===== src/irq_pkg.sv =====
// constants and carriers shared by the interrupt request logic
// assumes a 32-bit apb slave port and a single 200 mhz system clock
package irq_pkg;
    localparam int CLK_MHZ = 200;
    localparam int NUM_EXT = 2;
    localparam int NUM_GRP = 4;
    localparam int NUM_SRC = 8;
    localparam int NUM_VEC = 8;
    localparam int VEC_W = 3;
    localparam int ADDR_W = 12;

    // register byte offsets
    localparam logic [11:0] CTRL_OFS = 12'h000;
    localparam logic [11:0] FLAG_OFS = 12'h004;
    localparam logic [11:0] EDGE_OFS = 12'h008;
    localparam logic [11:0] SRC_OFS = 12'h00c;
    localparam logic [11:0] TICK_OFS = 12'h010;
    localparam logic [11:0] STAT_OFS = 12'h014;

    // vector numbers, lower number wins on simultaneous requests
    localparam logic [2:0] VEC_EXT0 = 3'h0;
    localparam logic [2:0] VEC_EXT1 = 3'h1;
    localparam logic [2:0] VEC_CONV = 3'h2;
    localparam logic [2:0] VEC_SERIAL = 3'h3;
    localparam logic [2:0] VEC_GRP0 = 3'h4;

    // field positions
    localparam int SRC_EN_POS = 8;
    localparam int TICK0_SEL_POS = 0;
    localparam int TICK1_SEL_POS = 4;
    localparam int TICK_ON_POS = 7;
    localparam int STAT_VEC_POS = 4;

    // edge select codes, two bits per pin
    localparam logic [1:0] EDGE_OFF = 2'h0;
    localparam logic [1:0] EDGE_RISE = 2'h1;
    localparam logic [1:0] EDGE_FALL = 2'h2;
    localparam logic [1:0] EDGE_BOTH = 2'h3;

    // reset values, tick field mask and divider constants
    localparam logic [10:0] CTRL_RST = 11'h000;
    localparam logic [7:0] TICK_RST = 8'h00;
    localparam logic [7:0] TICK_MASK = 8'hb7;
    localparam logic [14:0] TICK_FULL = 15'h7fff;
    localparam logic [2:0] TICK0_SHIFT = 3'h7;
    localparam logic [1:0] TICK1_SHIFT = 2'h3;

    typedef struct packed {
        logic [1:0] pull_up;
        logic [3:0] grp_en;
        logic serial_en;
        logic conv_en;
        logic [1:0] ext_en;
        logic gie;
    } ctrl_s;

    typedef struct packed {
        logic [3:0] grp;
        logic serial;
        logic conv;
        logic [1:0] ext;
    } pend_s;
endpackage


===== src/irq_source_request_logic.sv =====
// interrupt request flags, enables and service clearing for one mcu core
// assumes apb master on clk_i, cpu sequencer gives stack_full_i and ack pulses
//
// Operation
// - a pin's chosen transition sets that pin's external request flag
// - external branch needs global enable and that pin's own enable
// - edge select offers rising, falling or both edges
// - edge select code off keeps the pin from setting its flag
// - vector call needs enable, stack not full and the transition seen
// - servicing an external request clears its flag and global enable
// - pin pull-up choice stays active while used as interrupt
// - four grouped interrupts built from timer, voltage, eeprom, tick
// - group flag sets whenever an included enabled source flag sets
// - servicing a group clears its flag and the global enable
// - conversion finish sets converter-done flag
// - converter branch needs global and converter enable, stack not full
// - servicing converter request clears its flag and global enable
// - serial port low pulse on any of its conditions sets serial flag
// - serial branch gated by enables and stack; service clears flag, gie
// - serial port status flags are untouched by servicing
// - each tick flag sets on its divider overflow
// - tick branch needs global, tick and group enable, stack not full
// - each tick period comes from dividing tick clock by a chosen ratio
// - while stack full no request is taken; it stays pending
// - any request flag set wakes the device from low power
// - second tick period is 4096, 8192, 16384 or 32768 tick clocks
//
// Implementation choices: the address map and the APB register port.
`timescale 1ns/1ps
module irq_source_request_logic
    import irq_pkg::*;
(
    input wire logic clk_i,
    input wire logic rst_n_i,
    input wire logic psel_i,
    input wire logic penable_i,
    input wire logic pwrite_i,
    input wire logic [ADDR_W-1:0] paddr_i,
    input wire logic [31:0] pwdata_i,
    output logic [31:0] prdata_o,
    output logic pready_o,
    output logic pslverr_o,
    input wire logic [NUM_EXT-1:0] ext_irq_pin_i,
    input wire logic tick_clock_i,
    input wire logic [3:0] tm_req_i,
    input wire logic lvd_req_i,
    input wire logic eeprom_req_i,
    input wire logic conv_done_i,
    input wire logic serial_irq_n_i,
    input wire logic stack_full_i,
    input wire logic irq_ack_i,
    input wire logic [VEC_W-1:0] ack_vec_i,
    output logic irq_req_o,
    output logic [VEC_W-1:0] irq_vec_o,
    output logic global_irq_enable_o,
    output logic wake_o,
    output logic [NUM_EXT-1:0] pull_up_o
);
    ctrl_s ctrl_r;
    pend_s pend_r;
    logic [2*NUM_EXT-1:0] edge_select_reg_r;
    logic [NUM_SRC-1:0] src_flag_r;
    logic [NUM_SRC-1:0] src_en_r;
    logic [7:0] tick_control_reg_r;
    logic [NUM_EXT-1:0] pin_s1_r, pin_s2_r, pin_d_r;
    logic tick_s1_r, tick_s2_r, tick_d_r;
    logic [14:0] tick_cnt_r;
    logic serial_d_r;
    logic wake_r;
    logic [31:0] prdata_r;

    logic wr_en;
    logic setup;
    logic mapped;
    logic [NUM_EXT-1:0] pin_rise, pin_fall, ext_set;
    logic serial_set;
    logic tick_edge, tick0_ovf, tick1_ovf;
    logic [14:0] tick0_mask, tick1_mask;
    logic [NUM_SRC-1:0] src_set;
    logic [NUM_GRP-1:0] grp_set;
    logic [NUM_VEC-1:0] pend_set, pend_clr, pend_ack, pend_en, live;
    logic [31:0] rdata_nxt;
    logic [VEC_W-1:0] vec_nxt;

    assign setup = psel_i && !penable_i;
    assign wr_en = psel_i && penable_i && pwrite_i;
    assign mapped = (paddr_i == CTRL_OFS) || (paddr_i == FLAG_OFS)
        || (paddr_i == EDGE_OFS) || (paddr_i == SRC_OFS)
        || (paddr_i == TICK_OFS) || (paddr_i == STAT_OFS);
    // zero wait state slave; read data captured in the setup cycle
    assign pready_o = 1'b1;
    assign pslverr_o = psel_i && penable_i && !mapped;
    assign prdata_o = prdata_r;

    // pins come from outside, first stage feeds only the second
    always_ff @(posedge clk_i or negedge rst_n_i) begin
        if (!rst_n_i) begin
            pin_s1_r <= '0;
            pin_s2_r <= '0;
            pin_d_r <= '0;
        end else begin
            pin_s1_r <= ext_irq_pin_i;
            pin_s2_r <= pin_s1_r;
            pin_d_r <= pin_s2_r;
        end
    end

    assign pin_rise = pin_s2_r & ~pin_d_r;
    assign pin_fall = ~pin_s2_r & pin_d_r;

    always_comb begin
        for (int i = 0; i < NUM_EXT; i++) begin
            case (edge_select_reg_r[2*i +: 2])
                EDGE_RISE: ext_set[i] = pin_rise[i];
                EDGE_FALL: ext_set[i] = pin_fall[i];
                EDGE_BOTH: ext_set[i] = pin_rise[i] | pin_fall[i];
                default: ext_set[i] = 1'b0;
            endcase
        end
    end

    // serial port pulses low; only the leading edge counts so a long
    // pulse does not re-set the flag after it was serviced
    always_ff @(posedge clk_i or negedge rst_n_i) begin
        if (!rst_n_i) begin
            serial_d_r <= 1'b1;
        end else begin
            serial_d_r <= serial_irq_n_i;
        end
    end

    assign serial_set = serial_d_r && !serial_irq_n_i;

    // tick clock is a pin-level clock sampled as data
    always_ff @(posedge clk_i or negedge rst_n_i) begin
        if (!rst_n_i) begin
            tick_s1_r <= 1'b0;
            tick_s2_r <= 1'b0;
            tick_d_r <= 1'b0;
        end else begin
            tick_s1_r <= tick_clock_i;
            tick_s2_r <= tick_s1_r;
            tick_d_r <= tick_s2_r;
        end
    end

    assign tick_edge = tick_s2_r && !tick_d_r && tick_control_reg_r[TICK_ON_POS];

    always_ff @(posedge clk_i or negedge rst_n_i) begin
        if (!rst_n_i) begin
            tick_cnt_r <= '0;
        end else if (tick_edge) begin
            tick_cnt_r <= tick_cnt_r + 15'h0001;
        end
    end

    // period 256 << sel for tick0, 4096 << sel for tick1
    assign tick0_mask = TICK_FULL >> (TICK0_SHIFT - tick_control_reg_r[TICK0_SEL_POS +: 3]);
    assign tick1_mask = TICK_FULL >> (TICK1_SHIFT - tick_control_reg_r[TICK1_SEL_POS +: 2]);
    assign tick0_ovf = tick_edge && ((tick_cnt_r & tick0_mask) == tick0_mask);
    assign tick1_ovf = tick_edge && ((tick_cnt_r & tick1_mask) == tick1_mask);

    assign src_set = {tick1_ovf, tick0_ovf, eeprom_req_i, lvd_req_i, tm_req_i};

    // source flags stay until software clears them
    always_ff @(posedge clk_i or negedge rst_n_i) begin
        if (!rst_n_i) begin
            src_flag_r <= '0;
            src_en_r <= '0;
        end else begin
            if (wr_en && paddr_i == SRC_OFS) begin
                src_en_r <= pwdata_i[SRC_EN_POS +: NUM_SRC];
                src_flag_r <= (src_flag_r & ~pwdata_i[NUM_SRC-1:0]) | src_set;
            end else begin
                src_flag_r <= src_flag_r | src_set;
            end
        end
    end

    // group g gathers sources 2g and 2g+1
    always_comb begin
        for (int g = 0; g < NUM_GRP; g++) begin
            grp_set[g] = |(src_set[2*g +: 2] & src_en_r[2*g +: 2]);
        end
    end

    assign pend_set = {grp_set, serial_set, conv_done_i, ext_set};
    assign pend_ack = irq_ack_i ? (NUM_VEC'(1) << ack_vec_i) : '0;
    assign pend_clr = pend_ack
        | ((wr_en && paddr_i == FLAG_OFS) ? pwdata_i[NUM_VEC-1:0] : '0);

    // a set in the clearing cycle wins; servicing never touches sources
    always_ff @(posedge clk_i or negedge rst_n_i) begin
        if (!rst_n_i) begin
            pend_r <= '0;
        end else begin
            pend_r <= (pend_r & ~pend_clr) | pend_set;
        end
    end

    always_ff @(posedge clk_i or negedge rst_n_i) begin
        if (!rst_n_i) begin
            ctrl_r <= CTRL_RST;
        end else begin
            if (wr_en && paddr_i == CTRL_OFS) begin
                ctrl_r <= pwdata_i[10:0];
            end
            if (irq_ack_i) begin
                ctrl_r.gie <= 1'b0;
            end
        end
    end

    always_ff @(posedge clk_i or negedge rst_n_i) begin
        if (!rst_n_i) begin
            edge_select_reg_r <= '0;
            tick_control_reg_r <= TICK_RST;
        end else begin
            if (wr_en && paddr_i == EDGE_OFS) begin
                edge_select_reg_r <= pwdata_i[2*NUM_EXT-1:0];
            end
            if (wr_en && paddr_i == TICK_OFS) begin
                tick_control_reg_r <= pwdata_i[7:0] & TICK_MASK;
            end
        end
    end

    assign pull_up_o = ctrl_r.pull_up;
    assign global_irq_enable_o = ctrl_r.gie;

    // pending flag stays set while stack is full, request just waits
    assign pend_en = {ctrl_r.grp_en, ctrl_r.serial_en, ctrl_r.conv_en, ctrl_r.ext_en};
    assign live = pend_r & pend_en;
    assign irq_req_o = ctrl_r.gie && !stack_full_i && (|live);

    always_comb begin
        vec_nxt = '0;
        for (int v = NUM_VEC - 1; v >= 0; v--) begin
            if (live[v]) begin
                vec_nxt = VEC_W'(v);
            end
        end
    end

    assign irq_vec_o = vec_nxt;

    always_ff @(posedge clk_i or negedge rst_n_i) begin
        if (!rst_n_i) begin
            wake_r <= 1'b0;
        end else begin
            wake_r <= (|pend_r) || (|src_flag_r);
        end
    end

    assign wake_o = wake_r;

    always_comb begin
        rdata_nxt = '0;
        case (paddr_i)
            CTRL_OFS: rdata_nxt[10:0] = ctrl_r;
            FLAG_OFS: rdata_nxt[NUM_VEC-1:0] = pend_r;
            EDGE_OFS: rdata_nxt[2*NUM_EXT-1:0] = edge_select_reg_r;
            SRC_OFS: rdata_nxt[15:0] = {src_en_r, src_flag_r};
            TICK_OFS: rdata_nxt[7:0] = tick_control_reg_r;
            STAT_OFS: rdata_nxt[7:0] = {1'b0, vec_nxt, stack_full_i, irq_req_o, pin_s2_r};
            default: rdata_nxt = '0;
        endcase
    end

    always_ff @(posedge clk_i or negedge rst_n_i) begin
        if (!rst_n_i) begin
            prdata_r <= '0;
        end else if (setup && !pwrite_i) begin
            prdata_r <= rdata_nxt;
        end
    end
endmodule


===== config.mk =====
export PLATFORM = sky130hd
export DESIGN_NAME = irq_source_request_logic
export DESIGN_NICKNAME = d
export VERILOG_FILES = /design/src/irq_pkg.sv /design/src/irq_source_request_logic.sv
export SDC_FILE = /design/constraint.sdc
export NUM_CORES = 1
export LEC_CHECK = 0
export ABC_AREA = 1
export BUFFER_PORTS_ARGS = -buffer_cell sky130_fd_sc_hd__buf_4
export CORE_UTILIZATION = 49
export CTS_CLUSTER_SIZE = 14
export DETAILED_ROUTE_END_ITERATION = 8
export MAX_ROUTING_LAYER = met4
export PLACE_DENSITY = 0.76
export SYNTH_ARGS = -nofsm -noshare
export SYNTH_HDL_FRONTEND = slang
export SYNTH_SLANG_ARGS = --single-unit

===== constraint.sdc =====
create_clock -name clk_i -period 1.4 [get_ports clk_i]
set_clock_uncertainty 0.1 [all_clocks]
set_input_delay 0.28 -clock clk_i [delete_from_list [all_inputs] [get_ports clk_i]]
set_output_delay 0.28 -clock clk_i [all_outputs]
set_load 0.005 [all_outputs]

**Word level (Yosys, flattened, before mapping)**

Index checks and enable logic that the tools add are counted.

- Bits in registers: 87
- Input port bits: 65
- Output and inout bits: 42
- Word-level logic and storage cells: 121

- Add/subtract/negate cells: 3
- Equality and inequality tests: 13
- Shift-type cells: 3
- Mux-type cells: 19
- Bitwise logic cells: 21
- Reduce and logical (&&, ||, !) cells: 38

Operators with widths:

| operator | count |
|---|---|
| 8-bit OR | 4 |
| 15-bit AND | 2 |
| 15-bit equality test | 2 |
| 8-bit AND | 3 |
| 12-bit by 4-bit equality test with 1-bit output (second input constant) | 2 |
| 12-bit by 5-bit equality test with 1-bit output (second input constant) | 2 |
| 3-bit 2-to-1 mux | 8 |
| 8-bit 2-to-1 mux | 3 |
| 4-bit case mux with 6 select lines | 1 |
| 8-bit OR reduction | 3 |
| 4-bit case mux with 5 select lines | 1 |
| 1-bit logical AND | 17 |
| 8-bit NOT | 2 |
| 15-bit by 1-bit adder with 15-bit output (second input constant) | 1 |
| 15-bit by 2-bit right shift with 15-bit output (first input constant) | 1 |
| 15-bit by 3-bit right shift with 15-bit output (first input constant) | 1 |
| 2-bit AND | 6 |
| 12-bit by 3-bit equality test with 1-bit output (second input constant) | 1 |
| 12-bit logical NOT | 1 |
| 2-bit equality test (second input constant) | 4 |
| 2-bit OR reduction | 4 |
| 1-bit by 3-bit << shifter with 8-bit output (first input constant) | 1 |
| 1-bit logical NOT | 6 |
| 1-bit logical OR | 6 |
| 10 further kinds | 15 |

**Longest topological paths before layout**

Gate-level depths: netlist (run 1).

- Word-level depth: 10
- Gate-level depth with buffers: 12
- Depth with buffers taken out: 12

**Worst setup path before layout (run 1)**

OpenSTA, ideal clock, no wires.

- Path type: flip-flop to flip-flop
- Start point: register tick_cnt_r[0]
- End point: register tick_cnt_r[14]
- Setup time: 0.079 ns
- Data arrival time: 1.325 ns
- Required time: 1.221 ns
- Path slack: -0.104 ns
- Cell stages (with the launch flop): 9
- Path buffers: 0
- Period minus slack after synthesis: 1.504 ns
- Cells stage by stage: dfrtp_1 ha_1 nand2_1 nor2_1 nand4_2 nor2_4 nand2_2 nor2_1 xor2_1

- Longest elaborated chain between the ends: 1

RTL lines:

| item | RTL line | RTL |
|---|---|---|
| start: declaration | irq_source_request_logic.sv:67 | `logic [14:0] tick_cnt_r;` |
| start signal: assignment | irq_source_request_logic.sv:153 | `tick_cnt_r <= tick_cnt_r + 15'h0001;` |
| 15-bit by 1-bit adder with 15-bit output | irq_source_request_logic.sv:153 |  |

Every way passes these cells.
A chain may end at the register's enable or synchronous reset.

**Final worst setup path (run 1)**

- Start point: register ctrl_r[8] (netlist bit)
- End point: output irq_vec_o[2]

- Longest elaborated chain between the ends: 9

RTL lines:

| item | RTL line | RTL |
|---|---|---|
| start: declaration | irq_source_request_logic.sv:59 | `ctrl_s ctrl_r;` |
| start signal: assignment | irq_source_request_logic.sv:206 | `ctrl_r <= pwdata_i[10:0];` |
| 8-bit AND | irq_source_request_logic.sv:233 | `assign live = pend_r & pend_en;` |
| 3-bit 2-to-1 mux (8 in series) | irq_source_request_logic.sv:239 | `if (live[v]) begin` |
| end: declaration | irq_source_request_logic.sv:54 | `output logic [VEC_W-1:0] irq_vec_o,` |

Every way passes these cells.

==> run metrics, run 1 <==
status=finished, violations left; failing checks=negative setup slack; antenna violations before repair=0; R2R cell count=8; drt via density=between 5 and 6; Crit Path Max Fanout=2; Chip Height=100.4 um; IO Port Bufs=73; Hold Crit Endpoint=pend_r[2]; H-Tree Depth=3; Clk Latency, worst-skew pair=0.37 ns; via count=approximately 4400; largest area contributor in the netlist=dfrtp_1; worst path arrival time=approximately 1.5 ns; Tmin final=around 1.9 ns; final setup fails=20; hold wc startpoint=conv_done_i; Die Wd=100.4 um; Tot GR Track Use=0.2914; HPWL Detailed=9.901 mm; Unique masters post-synth=between 40 and 50; Setup crit start kind=flop; antenna cells=0; Seq/Total Area, Yosys=0.4591; pwr/cell area=809.7 nW/um^2; Routed WL=13.70 mm; maxcap violations=0; Synth Warn #=0; Fin. Hold Viols=0; HP Class=in -> reg; fin nets=a little under 800; average size of a mapped cell=8.642 um^2; Tcrit/Tclk final=1.323; leakage=~0.0034 uW; CTS Sinks=87; FF+latch count, synth=87; CP Class=reg -> out; r2r setup slk=-0.22 ns; post-synthesis async set-or-reset flop share=1.000; Critical Path RT=a little over 1 ns; row count=35; RSZ-0062 raised after global routing=true; FMAX=about 540 MHz; number of flops mapped to enable cells by yosys=0; Root Buffer=clkbuf_8; top area cells in the synthesized netlist=dfrtp_1 (45%), nand2_1 (11%), inv_1 (5.2%); crit path capture type=output pin; fraction of layout cells with a size suffix above 1=0.4248; top-count cell post-synth=nand2_1; die footprint=10080 um^2; Syn Inst Count=549; fin cells=847; CTS tree=built; antenna viol nets, final=0; gr ovfl total=0; Netlist Area Pre-Place=roughly 4700 um^2; dpl cells=802; Initial DRC Count=287; clock slew at reported path FFs=~0.1 ns; CORE AREA=9328 um^2; Crit. Startpoint=ctrl_r[8]; commonest cells in the netlist=nand2_1 (133), dfrtp_1 (86), inv_1 (66), nand3_1 (44), nor2_1 (34); Post-Place Cell Area=approximately 5800 um^2; hold depth=2; vias in the first global route=around 4300; cts bufs inserted=9; synthesis-to-finish area growth=39.93%; Initial Utilization=0.5087; DR pass1 iterations=5; Max Root-Sink Buffers=2; WL/cell=approximately 16 um; largest net degree at the start of global routing=52; IO Count=~110; R2R Path End=tick_cnt_r[14]; first-pass GRT wire length=21.37 mm; design area=around 6600 um^2; Worst R2R Start=tick_cnt_r[1]; Final Wtd Congestion=between 1 and 1.5; Pins Over Slew Limit=0; share of the synthesized area in the top cell type=0.4536; Max VDD drop=between 0.5 and 0.6 mV; DRC Markers=0; Final Worst Setup Slack=-0.4527 ns; most frequently used flop master after synthesis=dfrtp_1; Hold Slack=around 0.014 ns
-- timing repair --
item | in CTS | in global routing
setup buffers | 12 | 17
resized for setup | 34 | 61
endpoints found under the setup margin | 16 | 32
pin swaps | 22 | 38
endpoints found under the hold margin | 91 | 0
hold buffers | 5 | 0
-- how the worst max path moves through the flow --
| stage | end | cells past startpoint |
|---|---|---|
| after floorplan | tick_cnt_r[14] | 8 |
| after global placement | pend_r[7] | 9 |
| after detailed placement | ctrl_r[7] | 9 |
| after CTS | irq_vec_o[0] | 9 |
| after global routing | irq_vec_o[0] | 9 |
| final | irq_vec_o[2] | 7 |
-- through the flow --
stage	setup TNS [ns]	power, uW	setup slack [ns]	util
after floorplan	-0.1494	2862	-0.06173	-
after global placement	-13.29	3166	-0.2899	0.6225
after detailed placement	-15.60	3182	-0.3253	0.6225
after CTS	-2.829	5334	-0.3955	0.6744
after global routing	-5.910	5536	-0.5239	0.7117
final	-3.742	5376	-0.4527	0.7117
-- flip-flops by register name, summed over array words and instances (netlist names), 2 cells and up --
signal	cells
prdata_o	16
pin_s2_r	2
tick_cnt_r	15
src_flag_r	8
pin_d_r	2
pin_s1_r	2
src_en_r	8
pull_up_o	2
pend_r	8
tick_control_reg_r	6
ctrl_r	8
edge_select_reg_r	4
-- where the power goes --
group	switching (uW)	leakage, uW	internal [uW]
sequential	39.0	0.00112	2570
combinational	305	0.00212	274
clock	999	0.000116	1190
total	1340	0.00335	4030
-- worst max-delay path: stages (launching register included) --
cell and delay (ns):
dfrtp_1 0.38, nand2_2 0.07, buf_4 0.14, nand2_4 0.06
nor2_4 0.04, buf_4 0.13, nor3_4 0.14, buf_4 0.14
-- layout by cell type, fill, tap and decap left out, types with 3 or more instances in the layout --
cell,instances
nor2_2,5
nand3_4,8
buf_4,140
a21oi_1,7
mux2_4,5
clkbuf_8,9
nor3_2,3
nand4_1,6
o21ai_0,10
inv_2,10
dlygate4sd3_1,5
or2_2,3
bufinv_16,3
nor2_1,26
xnor2_1,5
ha_1,4
dfrtp_1,85
nand2_2,29
conb_1,17
nand3_2,6
buf_6,16
clkinvlp_4,3
nand3_1,37
inv_1,60
o21a_1,3
o21ai_1,11
nand2_4,5
o211ai_1,5
xnor2_2,3
nand2_1,114
buf_12,3
o21ai_2,21
nor2_4,16
xor2_1,5
-- cell type report --
type | count | area [um^2]
fill | 696 | 2689
multi-input combinational | 377 | 2427
sequential | 87 | 2180
timing repair buffer | 164 | 1341
inverter | 74 | 286.5
tap | 129 | 161.4
clock buffer | 9 | 123.9
clock inverter | 7 | 118.9
-- per-layer routing --
| metal | global-route usage | wire (um) | vias up |
|---|---|---|---|
| li1 | - | - | 2045 |
| met1 | 0.3463 | 5486 | 2103 |
| met3 | 0.05292 | 697 | 44 |
| met4 | 0.1070 | 533 | 0 |
| met2 | 0.4953 | 6985 | 160 |
| met5 | - | 0 | - |
-- cells by family (layout without fill, tap and decap cells) --
| kind of cell | Yosys count | in the layout | synth area share |
|---|---|---|---|
| buf+inv | 100 | 254 | 0.1026 |
| compound gates | 69 | 69 | 0.09863 |
| simple gates | 267 | 267 | 0.2832 |
| xor+xnor | 14 | 14 | 0.02584 |
| other cells | 2 | 17 | 0.001583 |
| fa+ha+maj | 5 | 5 | 0.01319 |
| mux | 5 | 5 | 0.01582 |
| flops | 87 | 87 | 0.4591 |
Power figures use the tool's default switching activity.
==> run 2: changes to the inputs <==
==> constraint.sdc (replaced) <==
create_clock -name clk_i -period 1.4 [get_ports clk_i]
set_clock_uncertainty 0.1 [all_clocks]
set_input_delay 0.42 -clock clk_i [delete_from_list [all_inputs] [get_ports clk_i]]
set_output_delay 0.42 -clock clk_i [all_outputs]
set_load 0.005 [all_outputs]
==> run metrics, run 2 (same netlist as run 1, synthesis figures left out) <==
row count=35 (unchanged); Tmin final=2.106 ns (+0.2529 ns); most frequent cells in the layout=buf_4 (129), nand2_1 (98), dfrtp_1 (85), inv_1 (59), buf_6 (51); antenna cells=0 (unchanged); drt via density=5.331 (+3.8%); largest net degree at the start of global routing=32 (-38%); vias in the first global route=4640 (+8.9%); CTS tree=built; leakage=0.003657 uW (+9.1%); CP Class=reg -> out; CORE AREA=9328 um^2 (unchanged); pwr/cell area=728.5 nW/um^2 (-10%); fin nets=810 (+3.4%); Multi-input gate area=2673 um^2 (+10%); worst path arrival time=1.59 ns (+0.12 ns); Setup crit start kind=flop; Worst R2R Start=pend_r[7]; post-layout util=0.7775 (+0.06573); Tot GR Track Use=0.3175 (+0.02606); Clk Latency, worst-skew pair=0.37 ns (about the same); Hold Slack=0.05763 ns (+0.04336 ns); antenna viol nets, final=0 (unchanged); failing checks=negative setup slack; R2R cell count=15 (+7); crit path capture type=output pin; most common cell after layout, fill and taps aside=buf_4; FMAX=474.9 MHz (-12%); Pins Over Slew Limit=0 (unchanged); HPWL Detailed=10.08 mm (+1.8%); CTS Sinks=87 (unchanged); maxcap violations=0 (unchanged); cts bufs inserted=9 (unchanged); Crit Path Max Fanout=2 (unchanged); DRC Markers=0 (unchanged); Critical Path RT=0.88 ns (-0.14 ns); Seq. cell area=2180 um^2 (unchanged); Routed WL=15.50 mm (+13%); Fin. Hold Viols=0 (unchanged); fillers=607 (-13%); Final TNS setup=-13.18 ns (-9.440 ns); gr ovfl total=0 (unchanged); hold wc startpoint=ext_irq_pin_i[0]; Final Wtd Congestion=1.009 (+0.79%); Tcrit/Tclk final=1.504 (+0.1806); die footprint=10080 um^2 (unchanged); IO Count=107 (unchanged); via count=4654 (+6.9%); H-Tree Depth=3 (unchanged); R2R Path End=prdata_o[2]; Final Worst Setup Slack=-0.7056 ns (-0.2529 ns); final setup fails=78 (+290%); Root Buffer=clkbuf_8; Chip Height=100.4 um (unchanged); hold depth=1 (-1); dpl ws=-0.5242 ns (-0.1988 ns); DR pass1 iterations=6 (+1); synthesis-to-finish area growth=52.85%; first-pass GRT wire length=23.40 mm (+9.5%); Tot Pwr=5283 uW (-1.7%); Die Wd=100.4 um (unchanged); Initial Utilization=0.5087 (unchanged); antenna violations before repair=0 (unchanged); HP Class=in -> reg; Largest register FFs=16 (unchanged); IO Port Bufs=73 (unchanged); Hold Crit Endpoint=pin_s1_r[0]; Max VDD drop=0.5597 mV (+4.2%); fraction of layout cells with a size suffix above 1=0.5134 (+0.08865); Max Root-Sink Buffers=2 (unchanged); status=finished, violations left; r2r setup slk=-0.44 ns (-0.22 ns); RSZ-0062 raised after global routing=true; Initial DRC Count=338 (+18%); WL/cell=17.75 um (+9.7%); clock slew at reported path FFs=0.09 ns (about the same)
run 2: cell types whose count changed in the layout (fill, tap and decap cells not counted), moves of 5 or more:
cell	delta
buf_4	-11
buf_6	+35
nand2_1	-16
nand2_2	+14
nand3_1	-15
nand3_2	+11
nand3_4	+5
nor2_4	+5
o21ai_0	-9
o21ai_2	+9
run 2: through the flow:
| step | instance area [um^2] | cells |
|---|---|---|
| 6_report | 7252 | 873 |
| 2_1_floorplan | 4818 | 564 |
| 4_1_cts | 6739 | 860 |
| 3_5_place_dp | 5884 | 812 |
| 5_1_grt | 7252 | 873 |
| 3_3_place_gp | 5884 | 812 |
run 2: critical path, cell delays in order, from the launching register on:
cell and delay, ns:
dfrtp_1 0.40, nand2_2 0.08, inv_2 0.07, nand2_2 0.07, nand2_1 0.07, nand2_1 0.06, nand2_1 0.08, nand2_2 0.07
a21boi_2 0.18, buf_4 0.14
run 2: what timing repair did:
action,4_1_cts,5_1_grt
pin swaps,45,62
endpoints found under the setup margin,71,91
cloned,3,1
buffers inserted,40,18
resized for setup,104,107
hold endpoints to repair,10,0
hold buffers,1,0
run 2: layout make-up:
type / instances / area share
multi-input combinational: 378 / 0.3685
sequential: 87 / 0.3006
timing repair buffer: 188 / 0.2331
inverter: 74 / 0.04296
tap: 129 / 0.02226
clock buffer: 9 / 0.01708
clock inverter: 6 / 0.01277
timing repair inverter: 2 / 0.002761
run 2: how the worst max path moves through the flow:
stage | startpoint | end | slack [ns]
6_report | pend_r[7] | irq_vec_o[0] | -0.71
5_1_grt | pend_r[7] | irq_vec_o[0] | -0.79
4_1_cts | pend_r[7] | irq_vec_o[0] | -0.55
3_5_place_dp | paddr_i[6] | pslverr_o | -0.52
3_3_place_gp | paddr_i[6] | pslverr_o | -0.48
2_1_floorplan | paddr_i[6] | pslverr_o | -0.31
run 2: per-layer routing:
metal,up-vias,global-route usage,part of all wire
li1,2103,-,-
met1,2251,0.3675,0.38
met2,226,0.5321,0.51
met3,74,0.04875,0.055
met4,0,0.1706,0.052
met5,-,-,0
run 2: where the power goes:
part,internal [uW],switching [uW]
combinational,327,338
sequential,2570,45.2
clock,1010,995
total,3910,1380
